[config.mk]
export PLATFORM = sky130hd
export DESIGN_NAME = usb_identity_and_gp0_settings
export DESIGN_NICKNAME = d
export VERILOG_FILES = /design/src/usb_identity_pkg.sv /design/src/usb_identity_and_gp0_settings.sv
export SDC_FILE = /design/constraint.sdc
export NUM_CORES = 1
export LEC_CHECK = 0
export BUFFER_PORTS_ARGS = -buffer_cell sky130_fd_sc_hd__buf_2
export CORE_MARGIN = 8
export CORE_UTILIZATION = 30
export CTS_CLUSTER_SIZE = 25
export DETAILED_ROUTE_END_ITERATION = 16
export GPL_ROUTABILITY_DRIVEN = 0
export SETUP_SLACK_MARGIN = 0.4
export SLEW_MARGIN = 10
export SYNTH_ARGS = -nofsm -noshare
export SYNTH_HDL_FRONTEND = slang
export SYNTH_SLANG_ARGS = --single-unit
[constraint.sdc]
create_clock -name clk_sys -period 20.9 [get_ports clk_sys]
set_input_delay 1.045 -clock clk_sys [delete_from_list [all_inputs] [get_ports clk_sys]]
set_output_delay 1.045 -clock clk_sys [all_outputs]
set_load 0.005 [all_outputs]
[src/usb_identity_pkg.sv]
// constants, field layouts and carrier types of the usb identity and pin settings bank
// assumes a 32-bit apb slave at 125 mhz; one register per aligned word
package usb_identity_pkg;

   // printed offsets are byte indices, so byte address is index times four
   localparam logic [7:0] IDX_PIN0        = 8'h00;
   localparam logic [7:0] IDX_PIN1        = 8'h01;
   localparam logic [7:0] IDX_PIN2        = 8'h02;
   localparam logic [7:0] IDX_PIN3        = 8'h03;
   localparam logic [7:0] IDX_VID_LOW     = 8'h04;
   localparam logic [7:0] IDX_VID_HIGH    = 8'h05;
   localparam logic [7:0] IDX_PID_LOW     = 8'h06;
   localparam logic [7:0] IDX_PID_HIGH    = 8'h07;
   localparam logic [7:0] IDX_POWER_ATTR  = 8'h08;
   localparam logic [7:0] IDX_CURRENT_REQ = 8'h09;
   localparam logic [7:0] IDX_SECRET_BASE = 8'h0A;
   // nonvolatile image of the pin settings, indices 0x14..0x17
   // kept clear of the secret bytes and aligned so idx[1:0] picks the pin
   localparam logic [7:0] IDX_NV_PIN_BASE = 8'h14;
   // control: bit 0 reloads the working copy from the nonvolatile image
   localparam logic [7:0] IDX_CONTROL     = 8'h18;
   // status: enumeration words and load state
   localparam logic [7:0] IDX_ENUM_STATUS = 8'h19;
   localparam logic [7:0] IDX_PIN_STATUS  = 8'h1A;

   localparam int NUM_PINS    = 4;
   localparam int NUM_SECRETS = 8;

   // power attribute fields
   localparam int PWR_SELF_BIT = 6;
   localparam int PWR_WAKE_BIT = 5;
   localparam logic [7:0] PWR_ATTR_RESET   = 8'h80;
   localparam logic [7:0] CURRENT_RESET    = 8'h32;
   localparam logic [7:0] SECRET_RESET     = 8'h00;
   localparam logic [7:0] PIN0_RESET       = 8'h12;
   // other pins carry no documented layout here; plain defaults
   localparam logic [7:0] PINX_RESET       = 8'h00;

   // pin settings fields
   localparam int PIN_LEVEL_BIT = 4;
   localparam int PIN_DIR_BIT   = 3;
   localparam int PIN_FUNC_LSB  = 0;
   localparam logic [7:0] PIN_WRITE_MASK = 8'h1F;

   localparam int CTRL_RELOAD_BIT = 0;

   typedef enum logic [2:0] {
      FUNC_GENERAL = 3'h0,
      FUNC_SUSPEND = 3'h1,
      FUNC_RX_LED  = 3'h2
   } pin_func_e;

   typedef enum { LD_IDLE, LD_COPY, LD_DONE } load_state_e;

   // identity codes arbitrary, neutral values
   localparam logic [7:0] VID_LOW_RESET  = 8'h5A;
   localparam logic [7:0] VID_HIGH_RESET = 8'h1B;
   localparam logic [7:0] PID_LOW_RESET  = 8'h3C;
   localparam logic [7:0] PID_HIGH_RESET = 8'h02;

   typedef struct packed {
      logic        psel;
      logic        penable;
      logic        pwrite;
      logic [11:0] paddr;
      logic [31:0] pwdata;
   } apb_req_s;

   typedef struct packed {
      logic        pready;
      logic [31:0] prdata;
      logic        pslverr;
   } apb_rsp_s;

   typedef struct packed {
      logic [15:0] vendor_id;
      logic [15:0] product_id;
      logic        self_supplied_flag;
      logic        host_wake_capable;
      logic [7:0]  bus_current_request;
   } enum_info_s;

   typedef struct packed {
      logic [NUM_PINS-1:0] out;
      logic [NUM_PINS-1:0] oe;
   } pin_drive_s;

endpackage : usb_identity_pkg
[src/usb_identity_and_gp0_settings.sv]
// usb identity, power attributes, secret bytes and pin settings bank behind apb
// assumes single clock; pin inputs are asynchronous and synchronised here
//
// Operation
// power attribute bit 6 set reports self-powered, clear reports bus-powered.
// power attribute bit 5 set reports remote wake-up capability.
// eight-bit current request in 2 mA steps, reset value fifty.
// software keeps power attribute bit 7 one and bits 4-0 zero.
// vendor id held as low and high bytes, joined for enumeration.
// product id held as low and high bytes, joined for enumeration.
// eight writable secret bytes, each reset to zero.
// pin settings kept nonvolatile, loaded into working copy; both writable.
// working copy writes take effect at once on pin function.
// nonvolatile copy sets power-up pin behaviour; edits wait for next load.
// one settings byte per pin at indices zero to three.
// pin zero level bit drives high or low in general output mode.
// pin zero direction bit set means input, clear means output.
// function codes general, suspend, rx led; others reserved.
// software keeps settings bits 7-5 at zero.
// pins stay released until the working copy is loaded after reset.
// reserved function code keeps the pin high-impedance.
//
// Design decision made here: the APB register port.
`timescale 1ns/1ns
module usb_identity_and_gp0_settings
   import usb_identity_pkg::*;
(
   // clock and reset
   input  wire logic       clk_sys,
   input  wire logic       rst,
   // apb slave
   input  wire apb_req_s   apb_req,
   output apb_rsp_s        apb_rsp,
   // activity sources for alternate pin functions
   input  wire logic       suspend_in,
   input  wire logic       rx_activity_in,
   // pin zero pad and the other pads' levels
   input  wire logic [3:0] pin_in,
   output pin_drive_s      pin_drive,
   // enumeration values
   output enum_info_s      enum_info
);

   typedef struct packed {
      logic [7:0]          vid_low;
      logic [7:0]          vid_high;
      logic [7:0]          pid_low;
      logic [7:0]          pid_high;
      logic [7:0]          power_attr;
      logic [7:0]          current_req;
      logic [63:0]         secret;
      logic [31:0]         pin_work;
      logic [31:0]         pin_nv;
      load_state_e         load;
      logic [1:0]          load_idx;
      logic [3:0]          pin_sync1;
      logic [3:0]          pin_sync2;
      logic [1:0]          aux_sync1;
      logic [1:0]          aux_sync2;
      apb_rsp_s            rsp;
      pin_drive_s          drive;
      enum_info_s          info;
   } state_s;

   state_s s_q;
   state_s s_d;

   function automatic logic [7:0] pin_byte(input logic [31:0] v, input logic [1:0] i);
      pin_byte = v[8*i +: 8];
   endfunction : pin_byte

   // reserved codes read as not a valid designation
   function automatic logic func_valid(input logic [7:0] b);
      func_valid = (b[2:0] == FUNC_GENERAL) || (b[2:0] == FUNC_SUSPEND) || (b[2:0] == FUNC_RX_LED);
   endfunction : func_valid

   function automatic logic [7:0] word_index(input logic [11:0] a);
      word_index = {2'h0, a[7:2]};
   endfunction : word_index

   function automatic logic is_secret(input logic [7:0] i);
      is_secret = (i >= IDX_SECRET_BASE) && (i < IDX_SECRET_BASE + 8'(NUM_SECRETS));
   endfunction : is_secret

   logic       wr_en;
   logic       setup_ph;
   logic [7:0] idx;
   logic [7:0] wbyte;
   logic [7:0] pin_wbyte;
   logic [7:0] pb;
   logic [31:0] rdata;
   logic       hit;

   always_comb
   begin
      s_d = s_q;
      // answer decoded in setup and registered, so it stands in the access cycle
      wr_en = apb_req.psel && apb_req.penable && apb_req.pwrite;
      setup_ph = apb_req.psel && !apb_req.penable;
      idx = word_index(apb_req.paddr);
      wbyte = apb_req.pwdata[7:0];
      // reserved upper bits cannot be set by software
      pin_wbyte = wbyte & PIN_WRITE_MASK;
      rdata = 32'h0000_0000;
      hit = hit_addr(apb_req.paddr);
      pb = 8'h00;

      s_d.pin_sync1 = pin_in;
      s_d.pin_sync2 = s_q.pin_sync1;
      s_d.aux_sync1 = {suspend_in, rx_activity_in};
      s_d.aux_sync2 = s_q.aux_sync1;

      unique case (idx)
         IDX_PIN0, IDX_PIN1, IDX_PIN2, IDX_PIN3:
            rdata[7:0] = pin_byte(s_q.pin_work, idx[1:0]);
         IDX_VID_LOW:     rdata[7:0] = s_q.vid_low;
         IDX_VID_HIGH:    rdata[7:0] = s_q.vid_high;
         IDX_PID_LOW:     rdata[7:0] = s_q.pid_low;
         IDX_PID_HIGH:    rdata[7:0] = s_q.pid_high;
         IDX_POWER_ATTR:  rdata[7:0] = s_q.power_attr;
         IDX_CURRENT_REQ: rdata[7:0] = s_q.current_req;
         IDX_NV_PIN_BASE, IDX_NV_PIN_BASE + 8'h01, IDX_NV_PIN_BASE + 8'h02, IDX_NV_PIN_BASE + 8'h03:
            rdata[7:0] = pin_byte(s_q.pin_nv, idx[1:0]);
         IDX_CONTROL:     rdata = 32'h0000_0000;
         IDX_ENUM_STATUS: rdata = {s_q.info.product_id, s_q.info.vendor_id};
         IDX_PIN_STATUS:  rdata = {20'h0_0000, s_q.drive.oe, s_q.pin_sync2, 2'h0,
                                   (s_q.load == LD_DONE), (s_q.load == LD_COPY)};
         default:
         begin
            if (is_secret(idx))
               rdata[7:0] = s_q.secret[8*(idx - IDX_SECRET_BASE) +: 8];
            else
               hit = 1'b0;
         end
      endcase

      if (wr_en && hit)
      begin
         unique case (idx)
            IDX_PIN0, IDX_PIN1, IDX_PIN2, IDX_PIN3:
               s_d.pin_work[8*idx[1:0] +: 8] = pin_wbyte;
            IDX_VID_LOW:     s_d.vid_low = wbyte;
            IDX_VID_HIGH:    s_d.vid_high = wbyte;
            IDX_PID_LOW:     s_d.pid_low = wbyte;
            IDX_PID_HIGH:    s_d.pid_high = wbyte;
            IDX_POWER_ATTR:  s_d.power_attr = wbyte;
            IDX_CURRENT_REQ: s_d.current_req = wbyte;
            IDX_NV_PIN_BASE, IDX_NV_PIN_BASE + 8'h01, IDX_NV_PIN_BASE + 8'h02, IDX_NV_PIN_BASE + 8'h03:
               s_d.pin_nv[8*idx[1:0] +: 8] = pin_wbyte;
            IDX_CONTROL:
               if (wbyte[CTRL_RELOAD_BIT] && s_q.load != LD_COPY)
               begin
                  s_d.load = LD_COPY;
                  s_d.load_idx = 2'h0;
               end
            default:
               if (is_secret(idx))
                  s_d.secret[8*(idx - IDX_SECRET_BASE) +: 8] = wbyte;
         endcase
      end

      // copy nonvolatile image into working copy one byte per cycle
      unique case (s_q.load)
         LD_IDLE:
         begin
            s_d.load = LD_COPY;
            s_d.load_idx = 2'h0;
         end
         LD_COPY:
         begin
            s_d.pin_work[8*s_q.load_idx +: 8] = pin_byte(s_q.pin_nv, s_q.load_idx);
            s_d.load_idx = s_q.load_idx + 2'h1;
            if (s_q.load_idx == 2'(NUM_PINS - 1))
               s_d.load = LD_DONE;
         end
         LD_DONE: ;
      endcase

      s_d.rsp.pready = setup_ph;
      s_d.rsp.pslverr = setup_ph && !hit;
      s_d.rsp.prdata = (setup_ph && hit) ? rdata : 32'h0000_0000;

      // pin drive from the working copy; released until loaded
      s_d.drive.out = '0;
      s_d.drive.oe = '0;
      if (s_q.load == LD_DONE)
      begin
         pb = pin_byte(s_q.pin_work, 2'h0);
         if (func_valid(pb))
         begin
            unique case (pb[2:0])
               FUNC_GENERAL:
               begin
                  s_d.drive.oe[0] = !pb[PIN_DIR_BIT];
                  s_d.drive.out[0] = pb[PIN_LEVEL_BIT];
               end
               FUNC_SUSPEND:
               begin
                  s_d.drive.oe[0] = 1'b1;
                  s_d.drive.out[0] = s_q.aux_sync2[1];
               end
               FUNC_RX_LED:
               begin
                  s_d.drive.oe[0] = 1'b1;
                  s_d.drive.out[0] = s_q.aux_sync2[0];
               end
               default: ;
            endcase
         end
      end

      s_d.info.vendor_id = {s_q.vid_high, s_q.vid_low};
      s_d.info.product_id = {s_q.pid_high, s_q.pid_low};
      s_d.info.self_supplied_flag = s_q.power_attr[PWR_SELF_BIT];
      s_d.info.host_wake_capable = s_q.power_attr[PWR_WAKE_BIT];
      s_d.info.bus_current_request = s_q.current_req;
   end

   // address decode used in setup phase for the registered answer
   function automatic logic hit_addr(input logic [11:0] a);
      logic [7:0] i;
      i = word_index(a);
      hit_addr = (a[11:8] == 4'h0) && ((i <= IDX_PIN_STATUS && i >= IDX_NV_PIN_BASE)
                 || (i < IDX_SECRET_BASE + 8'(NUM_SECRETS)));
   endfunction : hit_addr

   always_ff @(posedge clk_sys or posedge rst)
   begin
      if (rst)
      begin
         s_q <= '0;
         s_q.vid_low <= VID_LOW_RESET;
         s_q.vid_high <= VID_HIGH_RESET;
         s_q.pid_low <= PID_LOW_RESET;
         s_q.pid_high <= PID_HIGH_RESET;
         s_q.power_attr <= PWR_ATTR_RESET;
         s_q.current_req <= CURRENT_RESET;
         s_q.secret <= {NUM_SECRETS{SECRET_RESET}};
         // nonvolatile image survives in a real part; here it restarts at factory values
         s_q.pin_nv <= {PINX_RESET, PINX_RESET, PINX_RESET, PIN0_RESET};
         s_q.pin_work <= {PINX_RESET, PINX_RESET, PINX_RESET, PIN0_RESET};
         s_q.load <= LD_IDLE;
      end
      else
      begin
         s_q <= s_d;
      end
   end

   assign apb_rsp = s_q.rsp;
   assign pin_drive = s_q.drive;
   assign enum_info = s_q.info;

endmodule : usb_identity_and_gp0_settings

# Yosys cells after proc, flatten, opt, wreduce, memory -nomap -nowiden
# Cells that the tools add are included.
op_classes:
  add_sub_neg: 5
  order_cmp: 4
  n_eq_ne: 23
  n_shift: 10
  mux: 24
  n_bitwise: 1
  reduce_logical: 37
op_table:
  columns: ["cell", "n"]
  rows:
  - ["32-bit two-way mux", 5]
  - ["98-bit two-way mux", 1]
  - ["32-bit bitwise mux", 3]
  - ["32-bit by 6-bit indexed part select with 8-bit output", 3]
  - ["8-bit one-hot mux with 11 select lines", 1]
  - ["34-bit two-way mux", 2]
  - ["5-bit negation with 34-bit output", 2]
  - ["34-bit one-hot mux with 2 select lines", 1]
  - ["8-bit by 34-bit variable shift with 32-bit output, first input constant", 2]
  - ["8-bit by 34-bit indexed part select with 32-bit output", 2]
  - ["64-bit bitwise mux", 1]
  - ["8-bit by 34-bit variable shift with 64-bit output, first input constant", 1]
  - ["64-bit by 33-bit indexed part select with 8-bit output", 1]
  - ["8-bit by 34-bit indexed part select with 64-bit output", 1]
  - ["24-bit one-hot mux with 2 select lines", 1]
  - ["6-bit by 5-bit == test with 1-bit output, second input constant", 7]
  - ["32-bit negation with 34-bit output", 1]
  - ["32-bit by 1-bit == test with 1-bit output, second input constant", 1]
  - ["32-bit by 2-bit == test with 1-bit output, second input constant", 1]
  - ["32-bit by 3-bit == test with 1-bit output, second input constant", 1]
  - ["32-bit logical NOT", 1]
  - ["32-bit by 2-bit != test with 1-bit output, second input constant", 1]
  - ["6-bit by 3-bit == test with 1-bit output, second input constant", 4]
  - ["17-bit OR reduction", 1]
  - ["29 further kinds", 59]
word_totals:
  regBits: 300
  input_bits: 55
  output_inout_bits: 84
  wordCells: 129

# Depth between registers and ports, before layout
logic_depth:
  ltp_word: 10
  mapped_depth: 17
  depth_no_buf: 14

# Least setup slack after synthesis
# OpenSTA, ideal clock, no wires.
synth_path:
  path_kind: "input to register"
  from: "input port apb_req[35] (netlist name)"
  to: "register s_q[242] (netlist name)"
  setup_ns: 0.125
  arrival_time_ns: 4.511
  required_time_ns: 20.775
  slack_ns: 16.264
  path_stages: 15
  path_buffers: 2
  path_cell_list: "buf_6 -> inv_1 -> ha_1 -> clkbuf_1 -> and3_1 -> a21oi_1 -> nor2_1 -> nand3_1 -> ha_1 -> nor4b_1 -> nand3_1 -> nor3_1 -> nand4b_4 -> nor4_4 -> mux2_2"
synth_via:
  elab_chain_len: 8
  word_cells_on_any_way: 37
  classes_between: "2 x add/sub; 4 x order compare; 16 x eq/ne; 2 x shift; 3 x mux; 1 x bitwise; 9 x reduce/logical"
synth_rtl:
  columns: ["item", "line", "rtl"]
  rows:
  - ["start, declared", "usb_identity_and_gp0_settings.sv:32", "input wire apb_req_s apb_req,"]
  - ["branches (longest 8 deep; another with 32-bit negation with 34-bit output)", null, null]
  - ["end, declared", "usb_identity_and_gp0_settings.sv:65", "state_s s_q;"]
# Parallel ways; which one is timed is not known.
# A chain may end at the register's enable or synchronous reset.

# Final worst setup path
layout_path:
  from: "input port apb_req[34] (netlist name)"
  to: "register s_q[246] (netlist name)"
# The elaborated chain is that of the path after synthesis.

==> impl_metrics.ini <==
[sta]
setup_viol = 0
finalHoldViolCount = 0
finalClockSkew_ps = 9.142
fin_tns_setup_ps = 0
slew-limit-headroom = 0.2444
fmax_ghz = 0.1833
slew_violations = 0
post-route-period-util = 0.2610
worstMarginPinSlew_ps = 1123
rsz0062_at_grt = no
min_period_ps = 5455

[die]
rows = 78
core_sq_um = 45380
pin_count = 139
start_util = 0.3034
die_h_microns = 230.2
fp.dieW_microns = 230.2
die_area_sq_um = 53010

[critical_path]
cp.required_ps = 21350
critical_path_class = input pin to register
crit_path_start = apb_req[34]
cp_max_fo = 42
arrival_ps = 5900
end_kind = register
r2r-start = s_q[96]
critPathLaunchType = input pin

[cts]
clk_pin_slew_ps = 60
post_cts_buffers = 0
hold_buffers = 0
clockBufferDepth = 3
h-tree-depth = 1
clockRootBuffer = clkbuf_16
cts_tree = yes
post_cts_resized = 0
cts_buffers = 30
insertion_delay_ps = 560
clkSinkCount = 288

[pwr]
cellPowerDensity_nw_per_um2 = 75.96
vdd_ir_drop_max_v = 0.00005372
p_leak_uw = 0.007252

[global_routing]
grt_pass1_vias = 9314
grtUsageTotal = 0.1355
grt_pass1_wl_mm = 56.84
antenna_found_initial = 3
grt_max_degree = 128
gr-total-overflow = 0

[placed_design]
portBuffers = 106
placed_area_sq_um = 14260
dp_hpwl_mm = 25.52

[synth]
synthFlopType = dfrtp_1
synth_compound_area_frac = 0.07378
synth.most_common_cell = dfrtp_1
synth_top_family_by_area = multiplexers
synth_cell_types = 73
syn_inst = 1133
synthAdderAreaFrac = 0.02181
synthXorXnorAreaFrac = 0.003180
synth.top_cell.area_share = 0.4852
synth_mux_area_frac = 0.1609
synthSimpleGateAreaFrac = 0.1436
synth_seq_area_share = 0.5253
synth_edf_count = 0
synth_commonest_cells = dfrtp_1 (267), mux2_2 (111), buf_4 (86), nand2_1 (60), and2_1 (48)
yosys-top-cells-area = dfrtp_1 (49%), mux2_2 (9.1%), buf_4 (4.7%)
synthArstFlopShare = 1.000
syn_area_sq_um = 13770
synth_area_leader_cell = dfrtp_1
yosys_warnings = 0
syn_avg_cell_area_sq_um = 12.15
synth_seq_cells = 288

[finish]
nNetsFinal = 1223
fillers = 4485
drive_above_1_share = 0.3022
fin_area_sq_um = 15240
multi_input_area_sq_um = 5582
diodes = 0
syn2layout_area_growth_pct = 10.68
regArea_sq_um = 7233

[routing]
routed_wl_mm = 36.86
viasPerCell = 5.070
ant_nets = 0
wl_per_cell_microns = 20.85
dr_total_vias = 8963
drt-initial-drc-count = 786
drt_first_pass_iters = 5
drc_errors = 0

[status]
status = complete, no violations

[flow_run]
max_cap_violations = 0

[hold_path]
holdCritPathClass = register to register
min_from = s_d[85]
-- placed cells by master (no fill, tap or decap), types with 5 or more instances in the layout --
cell type	n
nand2_1	60
a31oi_1	6
nand4_1	13
conb_1	6
mux4_2	26
a21oi_1	17
nor3_1	11
clkbuf_16	30
inv_1	24
mux2i_1	14
nor2b_1	43
nor3b_1	7
a221o_1	7
mux2_4	16
buf_4	8
and4_1	6
o21ai_0	37
nor2_1	45
nor4_1	12
nand3_1	42
a222oi_1	6
buf_2	106
nand2b_1	6
or3_1	5
a211oi_1	6
mux2_2	111
clkbuf_8	5
dfrtp_1	267
clkbuf_1	14
dfstp_2	21
and3_1	19
and2_1	48
a2bb2oi_1	5
a221oi_1	5
a22oi_1	18
ha_1	24
-- report_power, final --
group / switching, uW / leakage (uW) / internal (uW) / total, uW
Sequential: 1.11 / 0.00389 / 560 / 561
Clock: 219 / 0.000470 / 310 / 529
Combinational: 50.2 / 0.00289 / 17.9 / 68.1
-- worst paths after layout --
check,to,slack [ps],cells after the start
max reg2reg,s_q[172],18480,5
max in group asynchronous,pin_drive[4],17700,4
max,s_q[246],15440,13
min reg2reg,s_q[85],350,0
min in group asynchronous,s_q[232],650,2
min,s_q[85],350,0
-- per-stage QoR --
stage / setup slack, ps / instances / util / power, uW / hold slack [ps]
2_1_floorplan: 11940 / 1138 / - / 617.2 / 331.2
3_3_place_gp: 14840 / 1712 / 0.3143 / 638.1 / 340.7
3_5_place_dp: 14820 / 1712 / 0.3143 / 639.2 / 338.7
4_1_cts: 15420 / 1768 / 0.3358 / 1171 / 352.0
5_1_grt: 15090 / 1768 / 0.3358 / 1199 / 364.6
6_report: 15440 / 1768 / 0.3358 / 1158 / 347.8
-- worst max-delay path: stages --
cell	delay, ps
buf_2	80
buf_4	580
clkinv_1	580
ha_1	610
and2_1	320
nand2_1	80
ha_1	240
nor4b_1	290
nand3_1	120
nor3_1	410
nand4b_4	300
nor4_4	770
mux2_2	420
-- flip-flops by register name, summed over array words and instances, names as in the netlist --
register and count:
s_q 162, pin_drive 2, enum_info 42, apb_rsp 34, s_d 48
-- routing by layer --
metal / up-vias / global-route usage / share of wire
met5: - / 0 / 0.00092
li1: 3997 / - / -
met2: 322 / 0.2166 / 0.46
met4: 6 / 0.03999 / 0.027
met1: 4562 / 0.1808 / 0.44
met3: 76 / 0.03226 / 0.075
-- cell families after synthesis --
logic type | after synthesis
adders and majority gates | 24
xor gates and xnor gates | 5
other | 1
AOI/OAI and AO/OA | 138
and+or+nand+nor | 344
muxes | 167
buffers and inverters | 166
DFF | 288
-- area by class of cell --
class,instances,area share
multi-input combinational,684,0.3663
sequential,288,0.4746
tap,600,0.04926
clock inverter,7,0.006979
timing repair buffer,114,0.03875
clock buffer,49,0.05722
inverter,26,0.006897
Power figures use the tool's default switching activity.
